[src/rtl/ccpu_pkg.sv]
// shared constants, register map and carrier types of the capture/compare/pwm unit
package ccpu_pkg;
    // register word offsets on the avalon slave
    localparam logic [3:0] OFS_CONTROL  = 4'h0;  // unit_control_reg
    localparam logic [3:0] OFS_CAPTURE  = 4'h1;  // captured capture_timebase value
    localparam logic [3:0] OFS_COMPARE  = 4'h2;  // compare value
    localparam logic [3:0] OFS_PERIOD   = 4'h3;  // pwm_period_reg
    localparam logic [3:0] OFS_DUTY_HI  = 4'h4;  // duty_high_byte
    localparam logic [3:0] OFS_PRESCALE = 4'h5;  // prescaler selects
    localparam logic [3:0] OFS_STATUS   = 4'h6;  // sticky events, clear on read
    localparam logic [3:0] OFS_MASK     = 4'h7;  // interrupt mask
    localparam logic [3:0] OFS_TIMER    = 4'h8;  // live capture_timebase count
    // control register fields
    localparam int MODE_LSB = 0;
    localparam int MODE_MSB = 3;
    localparam int DUTY_LSB = 4;
    localparam int DUTY_MSB = 5;
    // mode field encodings
    localparam logic [3:0] MODE_OFF     = 4'h0;
    localparam logic [3:0] MODE_CAP_FALL = 4'h4;
    localparam logic [3:0] MODE_CAP_RISE = 4'h5;
    localparam logic [3:0] MODE_SPECIAL = 4'hB;
    localparam logic [3:0] MODE_PWM     = 4'hC;  // 4'hC..4'hF all pwm
    // status / mask bits
    localparam int EV_CAPTURE = 0;
    localparam int EV_COMPARE = 1;
    localparam int EV_PERIOD  = 2;
    localparam int EV_WIDTH   = 3;
    // pwm: each timebase tick is this many prescaled clocks
    localparam int PWM_CLKS_PER_TICK = 4;
    // reset values
    localparam logic [7:0]  PERIOD_RESET  = 8'hFF;
    localparam logic [15:0] COMPARE_RESET = 16'hFFFF;
    // software register image
    typedef struct packed {
        logic [7:0]  control;
        logic [15:0] compare;
        logic [7:0]  period;
        logic [7:0]  duty_hi;
        logic [1:0]  cap_pre;   // capture timebase prescale select 1/2/4/8
        logic [1:0]  pwm_pre;   // pwm timebase prescale select 1/4/16/16
        logic [3:0]  mask;
    } ccpu_regs_t;
endpackage : ccpu_pkg

[src/rtl/ccpu_prescaler.sv]
// programmable prescaler producing one-cycle tick enables
`timescale 1ns/10ps
module ccpu_prescaler #(
    parameter int WIDTH = 4
) (
    input  wire logic             REF_CLK_I,
    input  wire logic             RST_I,
    input  wire logic             EN_I,       // count only while enabled
    input  wire logic [WIDTH-1:0] DIV_I,      // ratio minus one
    output logic                  TICK_O      // one-cycle enable pulse
);
    typedef struct packed {
        logic [WIDTH-1:0] cnt;  // cycles since last tick
    } ccpu_pre_state_t;

    ccpu_pre_state_t st;
    ccpu_pre_state_t next_st;

    // wrap at the ratio; a lowered ratio mid-count wraps at once
    always_comb begin
        next_st = st;
        if (!EN_I) begin
            next_st.cnt = '0;
        end else if (st.cnt >= DIV_I) begin
            next_st.cnt = '0;
        end else begin
            next_st.cnt = st.cnt + WIDTH'(1);
        end
    end

    assign TICK_O = EN_I && (st.cnt >= DIV_I);

    // state register
    always_ff @(posedge REF_CLK_I) begin
        if (RST_I) begin
            st <= '0;
        end else begin
            st <= next_st;
        end
    end
endmodule : ccpu_prescaler

[src/rtl/ccpu_sync.sv]
// two-stage synchroniser with edge pulses for the capture input pin
`timescale 1ns/10ps
module ccpu_sync (
    input  wire logic REF_CLK_I,
    input  wire logic RST_I,
    input  wire logic PIN_I,     // asynchronous pin level
    output logic      LEVEL_O,   // synchronised level
    output logic      RISE_O,    // one-cycle rising edge pulse
    output logic      FALL_O     // one-cycle falling edge pulse
);
    typedef struct packed {
        logic meta;   // first stage, read only by second
        logic sync;   // second stage
        logic last;   // previous synchronised level
    } ccpu_sync_state_t;

    ccpu_sync_state_t st;
    ccpu_sync_state_t next_st;

    // shift chain
    always_comb begin
        next_st      = st;
        next_st.meta = PIN_I;
        next_st.sync = st.meta;
        next_st.last = st.sync;
    end

    assign LEVEL_O = st.sync;
    assign RISE_O  = st.sync && !st.last;
    assign FALL_O  = !st.sync && st.last;

    // state register
    always_ff @(posedge REF_CLK_I) begin
        if (RST_I) begin
            st <= '0;
        end else begin
            st <= next_st;
        end
    end
endmodule : ccpu_sync

[src/rtl/ccpu_top.sv]
// capture/compare/pwm unit with avalon-mm register slave
//
// The Avalon-MM interface to the registers and the register addresses were left to the implementer.
`timescale 1ns/10ps
module ccpu_top
    import ccpu_pkg::*;
(
    input  wire logic        REF_CLK_I,
    input  wire logic        RST_I,
    // avalon-mm slave, word addressed
    input  wire logic [3:0]  AVS_ADDRESS_I,
    input  wire logic        AVS_READ_I,
    input  wire logic        AVS_WRITE_I,
    input  wire logic [31:0] AVS_WRITEDATA_I,
    input  wire logic [3:0]  AVS_BYTEENABLE_I,
    output logic [31:0]      AVS_READDATA_O,
    output logic             AVS_WAITREQUEST_O,
    // pins and interrupt
    input  wire logic        CAPTURE_PIN_I,
    output logic             PWM_OUTPUT_PIN_O,
    output logic             PWM_OUTPUT_PIN_OE_O,
    output logic             IRQ_O
);
    import ccpu_pkg::*;

    typedef struct packed {
        ccpu_regs_t  regs;        // software registers
        logic [15:0] timer;       // capture_timebase
        logic [15:0] capture;     // latched timebase value
        logic [3:0]  status;      // sticky events
        logic [7:0]  pwm_count;   // pwm_timebase
        logic [1:0]  pwm_fine;    // quarter-tick phase, the low duty bits
        logic [9:0]  duty_live;   // duty in use for the current period
        logic        pwm_out;     // output level register
        logic        ack;         // bus answer phase
        logic [31:0] rdata;       // read data register
    } ccpu_state_t;

    ccpu_state_t st;
    ccpu_state_t next_st;

    logic        pin_rise;    // synchronised edges
    logic        pin_fall;
    logic        cap_tick;    // capture timebase enable
    logic        pwm_tick;    // pwm prescaled system-clock enable
    logic [3:0]  mode;
    logic        is_pwm;
    logic [3:0]  cap_div;
    logic [3:0]  pwm_div;
    logic        cap_edge;
    logic [3:0]  events;
    logic        req;

    // byte-enable merge for writable registers
    function automatic logic [31:0] merge(input logic [31:0] old, input logic [31:0] wd, input logic [3:0] be);
        logic [31:0] r;
        r = old;
        for (int i = 0; i < 4; i++) begin
            if (be[i]) begin
                r[i*8 +: 8] = wd[i*8 +: 8];
            end
        end
        return r;
    endfunction : merge

    // prescale select to ratio-minus-one
    function automatic logic [3:0] cap_ratio(input logic [1:0] sel);
        return 4'((4'h1 << sel) - 4'h1);
    endfunction : cap_ratio

    assign mode    = st.regs.control[MODE_MSB:MODE_LSB];
    assign is_pwm  = (mode[3:2] == 2'b11);
    assign cap_div = cap_ratio(st.regs.cap_pre);
    // pwm prescale 1, 4 or 16 on top of the fixed four clocks per tick
    assign pwm_div = (st.regs.pwm_pre == 2'h0) ? 4'h0 : ((st.regs.pwm_pre == 2'h1) ? 4'h3 : 4'hF);
    assign req     = (AVS_READ_I || AVS_WRITE_I) && !st.ack;

    // capture pin edges, synchronised first
    ccpu_sync u_sync (
        .REF_CLK_I (REF_CLK_I),
        .RST_I     (RST_I),
        .PIN_I     (CAPTURE_PIN_I),
        .LEVEL_O   (),
        .RISE_O    (pin_rise),
        .FALL_O    (pin_fall)
    );

    // capture timebase prescaler
    ccpu_prescaler #(.WIDTH(4)) u_cap_pre (
        .REF_CLK_I (REF_CLK_I),
        .RST_I     (RST_I),
        .EN_I      (1'b1),
        .DIV_I     (cap_div),
        .TICK_O    (cap_tick)
    );

    // pwm prescaler, runs only in pwm mode so a period starts clean
    ccpu_prescaler #(.WIDTH(4)) u_pwm_pre (
        .REF_CLK_I (REF_CLK_I),
        .RST_I     (RST_I),
        .EN_I      (is_pwm),
        .DIV_I     (pwm_div),
        .TICK_O    (pwm_tick)
    );

    // edge chosen by the live mode field, so a rewrite steers the next edge
    always_comb begin
        cap_edge = 1'b0;
        if (mode == MODE_CAP_RISE) begin
            cap_edge = pin_rise;
        end else if (mode == MODE_CAP_FALL) begin
            cap_edge = pin_fall;
        end
    end

    // next-state logic for the whole unit
    always_comb begin
        next_st = st;
        events  = '0;

        // capture timebase free-runs at the prescaled rate
        if (cap_tick) begin
            next_st.timer = st.timer + 16'h0001;
        end

        // capture latches the count seen at the edge
        if (cap_edge) begin
            next_st.capture     = st.timer;
            events[EV_CAPTURE] = 1'b1;
        end

        // special event: match fires once and restarts the timebase
        if (mode == MODE_SPECIAL && cap_tick && st.timer == st.regs.compare) begin
            events[EV_COMPARE] = 1'b1;
            next_st.timer      = 16'h0000;
        end

        // pwm: fine phase counts 4 prescaled clocks, then the timebase steps
        if (!is_pwm) begin
            next_st.pwm_count = 8'h00;
            next_st.pwm_fine  = 2'h0;
            next_st.pwm_out   = 1'b0;
            next_st.duty_live = {st.regs.duty_hi, st.regs.control[DUTY_MSB:DUTY_LSB]};
        end else if (pwm_tick) begin
            next_st.pwm_fine = st.pwm_fine + 2'h1;
            if (st.pwm_fine == 2'(PWM_CLKS_PER_TICK - 1)) begin
                if (st.pwm_count == st.regs.period) begin
                    // period end: restart, reload duty, raise output
                    next_st.pwm_count   = 8'h00;
                    next_st.duty_live   = {st.regs.duty_hi, st.regs.control[DUTY_MSB:DUTY_LSB]};
                    next_st.pwm_out     = 1'b1;
                    events[EV_PERIOD]   = 1'b1;
                end else begin
                    next_st.pwm_count = st.pwm_count + 8'h01;
                end
            end
            // drop when the count just reached equals the duty value, so the high
            // time is exactly duty slots and duty 0 keeps the pin low all period
            if ({next_st.pwm_count, next_st.pwm_fine} == next_st.duty_live && next_st.pwm_out) begin
                next_st.pwm_out   = 1'b0;
                events[EV_WIDTH]  = 1'b1;
            end
        end

        // bus: one-cycle wait, answer on the following edge
        next_st.ack = req;
        if (req && AVS_WRITE_I) begin
            if (AVS_ADDRESS_I == OFS_CONTROL) begin
                next_st.regs.control = 8'(merge(32'(st.regs.control), AVS_WRITEDATA_I, AVS_BYTEENABLE_I));
            end else if (AVS_ADDRESS_I == OFS_COMPARE) begin
                next_st.regs.compare = 16'(merge(32'(st.regs.compare), AVS_WRITEDATA_I, AVS_BYTEENABLE_I));
            end else if (AVS_ADDRESS_I == OFS_PERIOD) begin
                next_st.regs.period = 8'(merge(32'(st.regs.period), AVS_WRITEDATA_I, AVS_BYTEENABLE_I));
            end else if (AVS_ADDRESS_I == OFS_DUTY_HI) begin
                next_st.regs.duty_hi = 8'(merge(32'(st.regs.duty_hi), AVS_WRITEDATA_I, AVS_BYTEENABLE_I));
            end else if (AVS_ADDRESS_I == OFS_PRESCALE) begin
                if (AVS_BYTEENABLE_I[0]) begin
                    next_st.regs.cap_pre = AVS_WRITEDATA_I[1:0];
                    next_st.regs.pwm_pre = AVS_WRITEDATA_I[5:4];
                end
            end else if (AVS_ADDRESS_I == OFS_MASK) begin
                if (AVS_BYTEENABLE_I[0]) begin
                    next_st.regs.mask = AVS_WRITEDATA_I[3:0];
                end
            end
        end

        // read data registered; unmapped reads return zero
        next_st.rdata = 32'h0000_0000;
        if (req && AVS_READ_I) begin
            if (AVS_ADDRESS_I == OFS_CONTROL) begin
                next_st.rdata = {24'h000000, st.regs.control};
            end else if (AVS_ADDRESS_I == OFS_CAPTURE) begin
                next_st.rdata = {16'h0000, st.capture};
            end else if (AVS_ADDRESS_I == OFS_COMPARE) begin
                next_st.rdata = {16'h0000, st.regs.compare};
            end else if (AVS_ADDRESS_I == OFS_PERIOD) begin
                next_st.rdata = {24'h000000, st.regs.period};
            end else if (AVS_ADDRESS_I == OFS_DUTY_HI) begin
                next_st.rdata = {24'h000000, st.regs.duty_hi};
            end else if (AVS_ADDRESS_I == OFS_PRESCALE) begin
                next_st.rdata = {26'h0, st.regs.pwm_pre, 2'h0, st.regs.cap_pre};
            end else if (AVS_ADDRESS_I == OFS_STATUS) begin
                next_st.rdata = {28'h0000000, st.status};
            end else if (AVS_ADDRESS_I == OFS_MASK) begin
                next_st.rdata = {28'h0000000, st.regs.mask};
            end else if (AVS_ADDRESS_I == OFS_TIMER) begin
                next_st.rdata = {16'h0000, st.timer};
            end
        end else begin
            next_st.rdata = st.rdata;
        end

        // status read clears, but a new event in the same cycle wins
        if (req && AVS_READ_I && AVS_ADDRESS_I == OFS_STATUS) begin
            next_st.status = events;
        end else begin
            next_st.status = st.status | events;
        end
    end

    assign AVS_WAITREQUEST_O   = (AVS_READ_I || AVS_WRITE_I) && !st.ack;
    assign AVS_READDATA_O      = st.rdata;
    assign PWM_OUTPUT_PIN_O    = st.pwm_out && is_pwm;
    assign PWM_OUTPUT_PIN_OE_O = is_pwm;
    assign IRQ_O               = |(st.status & st.regs.mask);

    // state register
    always_ff @(posedge REF_CLK_I) begin
        if (RST_I) begin
            st                <= '0;
            st.regs.period    <= PERIOD_RESET;
            st.regs.compare   <= COMPARE_RESET;
        end else begin
            st <= next_st;
        end
    end
endmodule : ccpu_top
[config.mk]
export PLATFORM = sky130hd
export DESIGN_NAME = ccpu_top
export DESIGN_NICKNAME = d
export VERILOG_FILES = /design/src/rtl/ccpu_pkg.sv /design/src/rtl/ccpu_prescaler.sv /design/src/rtl/ccpu_sync.sv /design/src/rtl/ccpu_top.sv
export SDC_FILE = /design/constraint.sdc
export NUM_CORES = 1
export LEC_CHECK = 0
export BUFFER_PORTS_ARGS = -buffer_cell sky130_fd_sc_hd__buf_2
export CAP_MARGIN = 10
export CORE_UTILIZATION = 50
export CTS_CLUSTER_SIZE = 14
export DETAILED_ROUTE_END_ITERATION = 7
export PLACE_DENSITY = 0.81
export SLEW_MARGIN = 20
export SYNTH_ARGS = -nofsm -noshare
export SYNTH_HDL_FRONTEND = slang
export SYNTH_SLANG_ARGS = --single-unit
export TNS_END_PERCENT = 10
[constraint.sdc]
create_clock -name REF_CLK_I -period 2.1 [get_ports REF_CLK_I]
set_input_delay 0.42 -clock REF_CLK_I [delete_from_list [all_inputs] [get_ports REF_CLK_I]]
set_output_delay 0.42 -clock REF_CLK_I [all_outputs]
set_load 0.02 [all_outputs]
* Word level (Yosys, flattened, before mapping)
Cells that the tools add are included.
** Word-level totals
- Bits in registers :: 149
- Bits of input ports :: 45
- Output and inout port bits :: 36
- Word-level logic and storage cells :: 118
** Operators by class
- Add/sub/neg operators :: 6
- $lt $le $gt $ge :: 2
- Equal/unequal tests :: 18
- Shift-type cells :: 1
- Muxes and demuxes :: 32
- Bitwise operators :: 8
- Reduce and logical (&&, ||, !) cells :: 29
** Operator list (count)
- two-way mux 16 bit :: 9
- two-way mux 11 bit :: 6
- two-way mux 8 bit :: 4
- == test 4 x 3 -> 1 bit, second input constant :: 6
- adder 16 x 1 -> 16 bit, second input constant :: 1
- == test 16 bit :: 1
- two-way mux 4 bit :: 3
- logical AND 1 bit :: 11
- == test 10 bit :: 1
- adder 4 x 1 -> 4 bit, second input constant :: 2
- adder 8 x 1 -> 8 bit, second input constant :: 1
- == test 4 x 2 -> 1 bit, second input constant :: 2
- == test 4 bit, second input constant :: 2
- == test 8 bit :: 1
- greater-or-equal comparator 4 bit :: 2
- two-way mux 1 bit :: 8
- AND reduction 4 bit :: 2
- AND reduction 8 bit :: 1
- AND reduction 7 bit :: 1
- inverter 1 bit :: 6
- AND reduction 6 bit :: 1
- OR reduction 2 bit :: 3
- AND reduction 5 bit :: 1
- AND 4 bit :: 1
- other kinds (16) :: 20

* Depth between registers and ports, before layout
- Depth in word-level cells :: 14
- Gate-level depth with buffers :: 9
- Gate-level depth less buffers :: 8

* Hierarchy
Synthesis repeated with hierarchy kept, for this count alone.
** Unflattened totals
- Cell total of the unflattened synthesis :: 812
- Area total of the unflattened synthesis :: 6939.2 um^2
** By module, submodules not included
- ccpu_top :: instances 1, cells each 750, area each 6344.8 um^2, seq. area each 2442.3 um^2
- ccpu_prescaler :: instances 2, cells each 27, area each 251.5 um^2, seq. area each 80.1 um^2
- ccpu_sync :: instances 1, cells each 8, area each 91.3 um^2, seq. area each 60.1 um^2

* Worst setup path before layout
No wires, ideal clock.
- Kind :: reg-to-reg
- Start :: register st[94] (netlist bit)
- End :: register st[34] (netlist bit)
- Library setup time :: 128 ps
- Data arrival time :: 2092 ps
- Data required time :: 1972 ps
- Path slack :: -119 ps
- Cell stages (with the launch flop) :: 10
- Cell sequence :: dfxtp_1 > or2_2 > ha_1 > nand2b_1 > a21o_1 > a211o_4 > a31oi_1 > buf_4 > mux2i_1 > nor2_1
** Between the ends
- Longest elaborated chain between the ends :: 6
** RTL lines
- start: declaration :: RTL line ccpu_top.sv:39 : ccpu_state_t st;
- start signal: assignment :: RTL line ccpu_top.sv:235 : st <= next_st;
- == test 2 x 1 -> 1 bit :: RTL line ccpu_top.sv:75 : assign pwm_div = (st.regs.pwm_pre == 2'h0) ? 4'h0 : ((st.regs.pwm_pre == 2'h1) ? 4'h3 : 4'hF);
- two-way mux 4 bit :: RTL line ccpu_top.sv:75
- two-way mux 4 bit (*) :: RTL line ccpu_top.sv:75
- greater-or-equal comparator 4 bit (*) :: RTL line ccpu_prescaler.sv:31 : assign TICK_O = EN_I && (st.cnt >= DIV_I);
- logical AND 1 bit (*) :: RTL line ccpu_prescaler.sv:31
- != test 2 bit (no source line) (*)
Every way passes the cells marked *; elsewhere a longest branch is shown, timed or not.
A chain may end at the register's enable or synchronous reset.

* Final worst setup path
Ends and elaborated chain as after synthesis.

==> results.md <==
* Worst path setup slack after routing at -0.07433 ns
* Global-route wire length before repair at 29990 um
* Top flip-flop cell by instance count after synthesis: dfxtp_1
* Max-capacitance violation count at 0
* Fmax at 0.4599 GHz
* Total clock buffers created by CTS at 17
* Unrepaired setup endpoints after global routing: yes
* Reg clk slew, reported paths at 0.06 ns
* Starting DRT DRC Count at 716
* Number of flops mapped to enable cells by yosys at 0
* Beginning of the worst register-to-register path: st[94]
* Dominant cell type by area after synthesis: dfxtp_1
* Site Rows at 42
* Fraction of layout cells with a size suffix above 1 at 0.2030
* Overflow after GRT at 0
* Cells taking the most area after synthesis: dfxtp_1 39%, mux2i_1 10%, nor2_1 5.5%
* I/O pins at 81
* Slew at the pin closest to its max-slew limit at 0.5860 ns
* Min-Delay Endpoint: u_sync.next_st[1]
* Sequential cell area fraction in the yosys report at 0.3866
* Weighted congestion reported at the end of routability-driven placement at 0.9598
* Starting Density at 0.5159
* Maximum vdd ir drop at 0.0007128 V
* Pre-antenna DRT Iters at 5
* WL per Instance at 17.65 um
* Final period util at 1.035
* Die X-Extent at 119.4 um
* FF-to-FF setup slack at -0.07 ns
* Placed wire-length estimate at 13220 um
* Full die area at 14250 um^2
* Number of clock sinks at 133
* HP Start: CAPTURE_PIN_I
* Run status: complete, but fails checks
* Final setup fails at 15
* Final antenna-violating net count at 0
* Capturing element type of the critical path: flip-flop
* Worst setup path category: flip-flop to flip-flop
* YS warnings at 0
* Number of buffers inserted for hold repair after clock tree synthesis at 0
* Arrival time of the worst setup path at 2.47 ns
* Core Box Area at 13350 um^2
* Leakage power total at 3.388 nW
* Top-area cell type share of the netlist area at 0.3866
* Critical path data required time at 2.40 ns
* Post-synthesis instance total at 796
* Skew final at 0.008373 ns
* Power per standard cell area at 788.1 nW/um^2
* Maximum number of pins on one net before global-route repair at 51
* Rel. slew slack at 0.6079
* Number of different library cells in the post-synthesis netlist at 70
* Seq cells post-synth at 133
* CTS root buffer: clkbuf_16
* Global router's overall resource usage at 0.2719
* Total via count in the routed design at 6063
* Max H-tree Level at 4
* Final Hold Fails at 0
* Netlist area before placement at 6887 um^2
* Async S/R FF share, synth at 0
* Remaining routing DRC violations at 0
* Fin. max-slew vios at 0
* Syn-to-layout area delta at 20.53%
* Ratio of routed vias to standard cells at 5.758
* Hold WC Path Type: primary input to flip-flop
* Reg-to-reg endpoint: st[34]
* Maximum count of clock buffers along a single path at 2
* R2r worst-path depth at 9
* Final critical-path required period at 2.174 ns
* Number of stages on the worst hold path at 2
* Initial antenna violation count at 0
* Mean Syn Cell Area at 8.652 um^2
* Clock tree from TritonCTS: built
* Number of buffers added on ports at 46
* Clk_lat worst skew at 0.42 ns
* Type of origin of the critical path: flip-flop
* Violations in the final reports: negative setup slack
* Worst-case hold slack at 0.2028 ns
* Total Power at 6.541 mW
* Vias in the first global route at 5880
* Routed wire length at 18580 um
* ANT cells at 0
* Y dimension of the die at 119.4 um
* Biggest fanout along the worst timing path at 5
* Total Nets Final at 921
==> critical path, stage by stage, from the launching register on <==
cell      delay [ns]
dfxtp_1         0.31
or2_4           0.26
ha_4            0.20
nand2b_4        0.12
a21o_1          0.17
a211o_4         0.36
a31oi_4         0.20
buf_6           0.17
mux2i_1         0.21
nor2_1          0.05
==> report_power, final <==
group	total, mW	switching, mW	internal, mW
clock network	3.54	1.13	2.42
logic	0.414	0.269	0.144
registers	2.58	0.0306	2.55
==> cells in the final DEF (no fill, tap or decap), types with 4 or more instances in the layout <==
cell type and count:
a31oi_1 5, clkbuf_16 17, a22oi_1 20, nor2_1 99, buf_6 5, nand3_1 26
or3_1 7, and3_1 4, o21ai_0 20, a32oi_1 6, mux2i_1 70, a21oi_1 34
nor3_1 14, or4_1 6, ha_1 9, dfxtp_1 131, bufinv_16 7, xnor2_1 41
buf_4 57, xor2_1 8, nand4_1 15, nand2b_1 7, nand2_1 75, conb_1 16
o21ai_1 16, buf_2 46, nor2b_1 13, inv_1 16
==> per-stage QoR <==
stage          utilization  std cells  area (um^2)  TNS, ns  worst slack, ns
2_1_floorplan            -        811         6967  -0.1806         -0.01806
3_3_place_gp        0.5581       1016         7450   -1.218          -0.1173
3_5_place_dp        0.5581       1016         7450   -2.246          -0.1335
4_1_cts             0.6187       1053         8258  -0.4009         -0.05631
5_1_grt             0.6219       1053         8300   -2.209          -0.1787
6_report            0.6219       1053         8300  -0.6830         -0.07433
==> final cells by class <==
type,instances,area [um^2]
tap,176,220.2
inverter,17,63.81
timing repair buffer,111,774.5
fill,1114,5047
multi-input combinational,584,3872
sequential,133,2665
clock inverter,12,247.7
clock buffer,20,456.7
==> sequential cells by signal, indices dropped and copies added, names as in the netlist <==
name	cells
u_sync.st	1
u_cap_pre.st	4
st	102
AVS_READDATA_O	16
u_sync.next_st	1
mode	4
u_pwm_pre.st	4
u_sync.LEVEL_O	1
==> how the worst max path moves through the flow <==
stage | from | to | slack (ns) | cells after the start
after floorplan | st[95] | st[34] | -0.02 | 9
after global placement | st[96] | st[87] | -0.12 | 9
after detailed placement | st[96] | st[87] | -0.13 | 9
after CTS | st[94] | st[51] | -0.06 | 9
after global routing | st[94] | st[43] | -0.18 | 9
final | st[94] | st[34] | -0.07 | 9
==> metal layers <==
metal | wire (um) | up-vias | GRT usage | share of wire
met5 | 0 | - | 0 | 0
met2 | 9072 | 254 | 0.4542 | 0.49
met4 | 639 | 0 | 0.1406 | 0.034
met1 | 7734 | 2890 | 0.3350 | 0.42
met3 | 1138 | 52 | 0.04646 | 0.061
li1 | - | 2867 | - | -
==> cells in the mapped netlist (all sizes together) (4+ instances only) <==
cell and instances:
dfxtp 133, nor2 103, nand2 77, mux2i 70
buf 52, xnor2 44, o21ai 36, a21oi 34
nand3 30, clkbuf 25, a22oi 20, inv 17
nor3 17, nand4 16, nor2b 13, ha 12
nand2b 9, or3 8, xor2 8, a31oi 6
a32oi 6, or4 6, or2 5, and3 4
==> repair_timing <==
item	in CTS	in global routing
pin swaps	9	4
endpoints found under the setup margin	35	39
resized for setup	17	9
cloned	1	0
setup buffers	4	0
==> logic make-up (layout without fill, tap and decap cells) <==
logic type / count (synthesis) / after routing / synth area share
AND/OR/NAND/NOR: 299 / 299 / 0.2117
AO/OA/AOI/OAI: 133 / 133 / 0.1295
flip-flops: 133 / 133 / 0.3866
buffers and inverters: 94 / 160 / 0.07540
multiplexers: 72 / 72 / 0.1050
XOR/XNOR: 52 / 52 / 0.06940
adder cells (fa/ha/maj): 12 / 12 / 0.02180
other: 1 / 16 / 0.0005445
No activity file was read; power rests on OpenSTA's default activity.
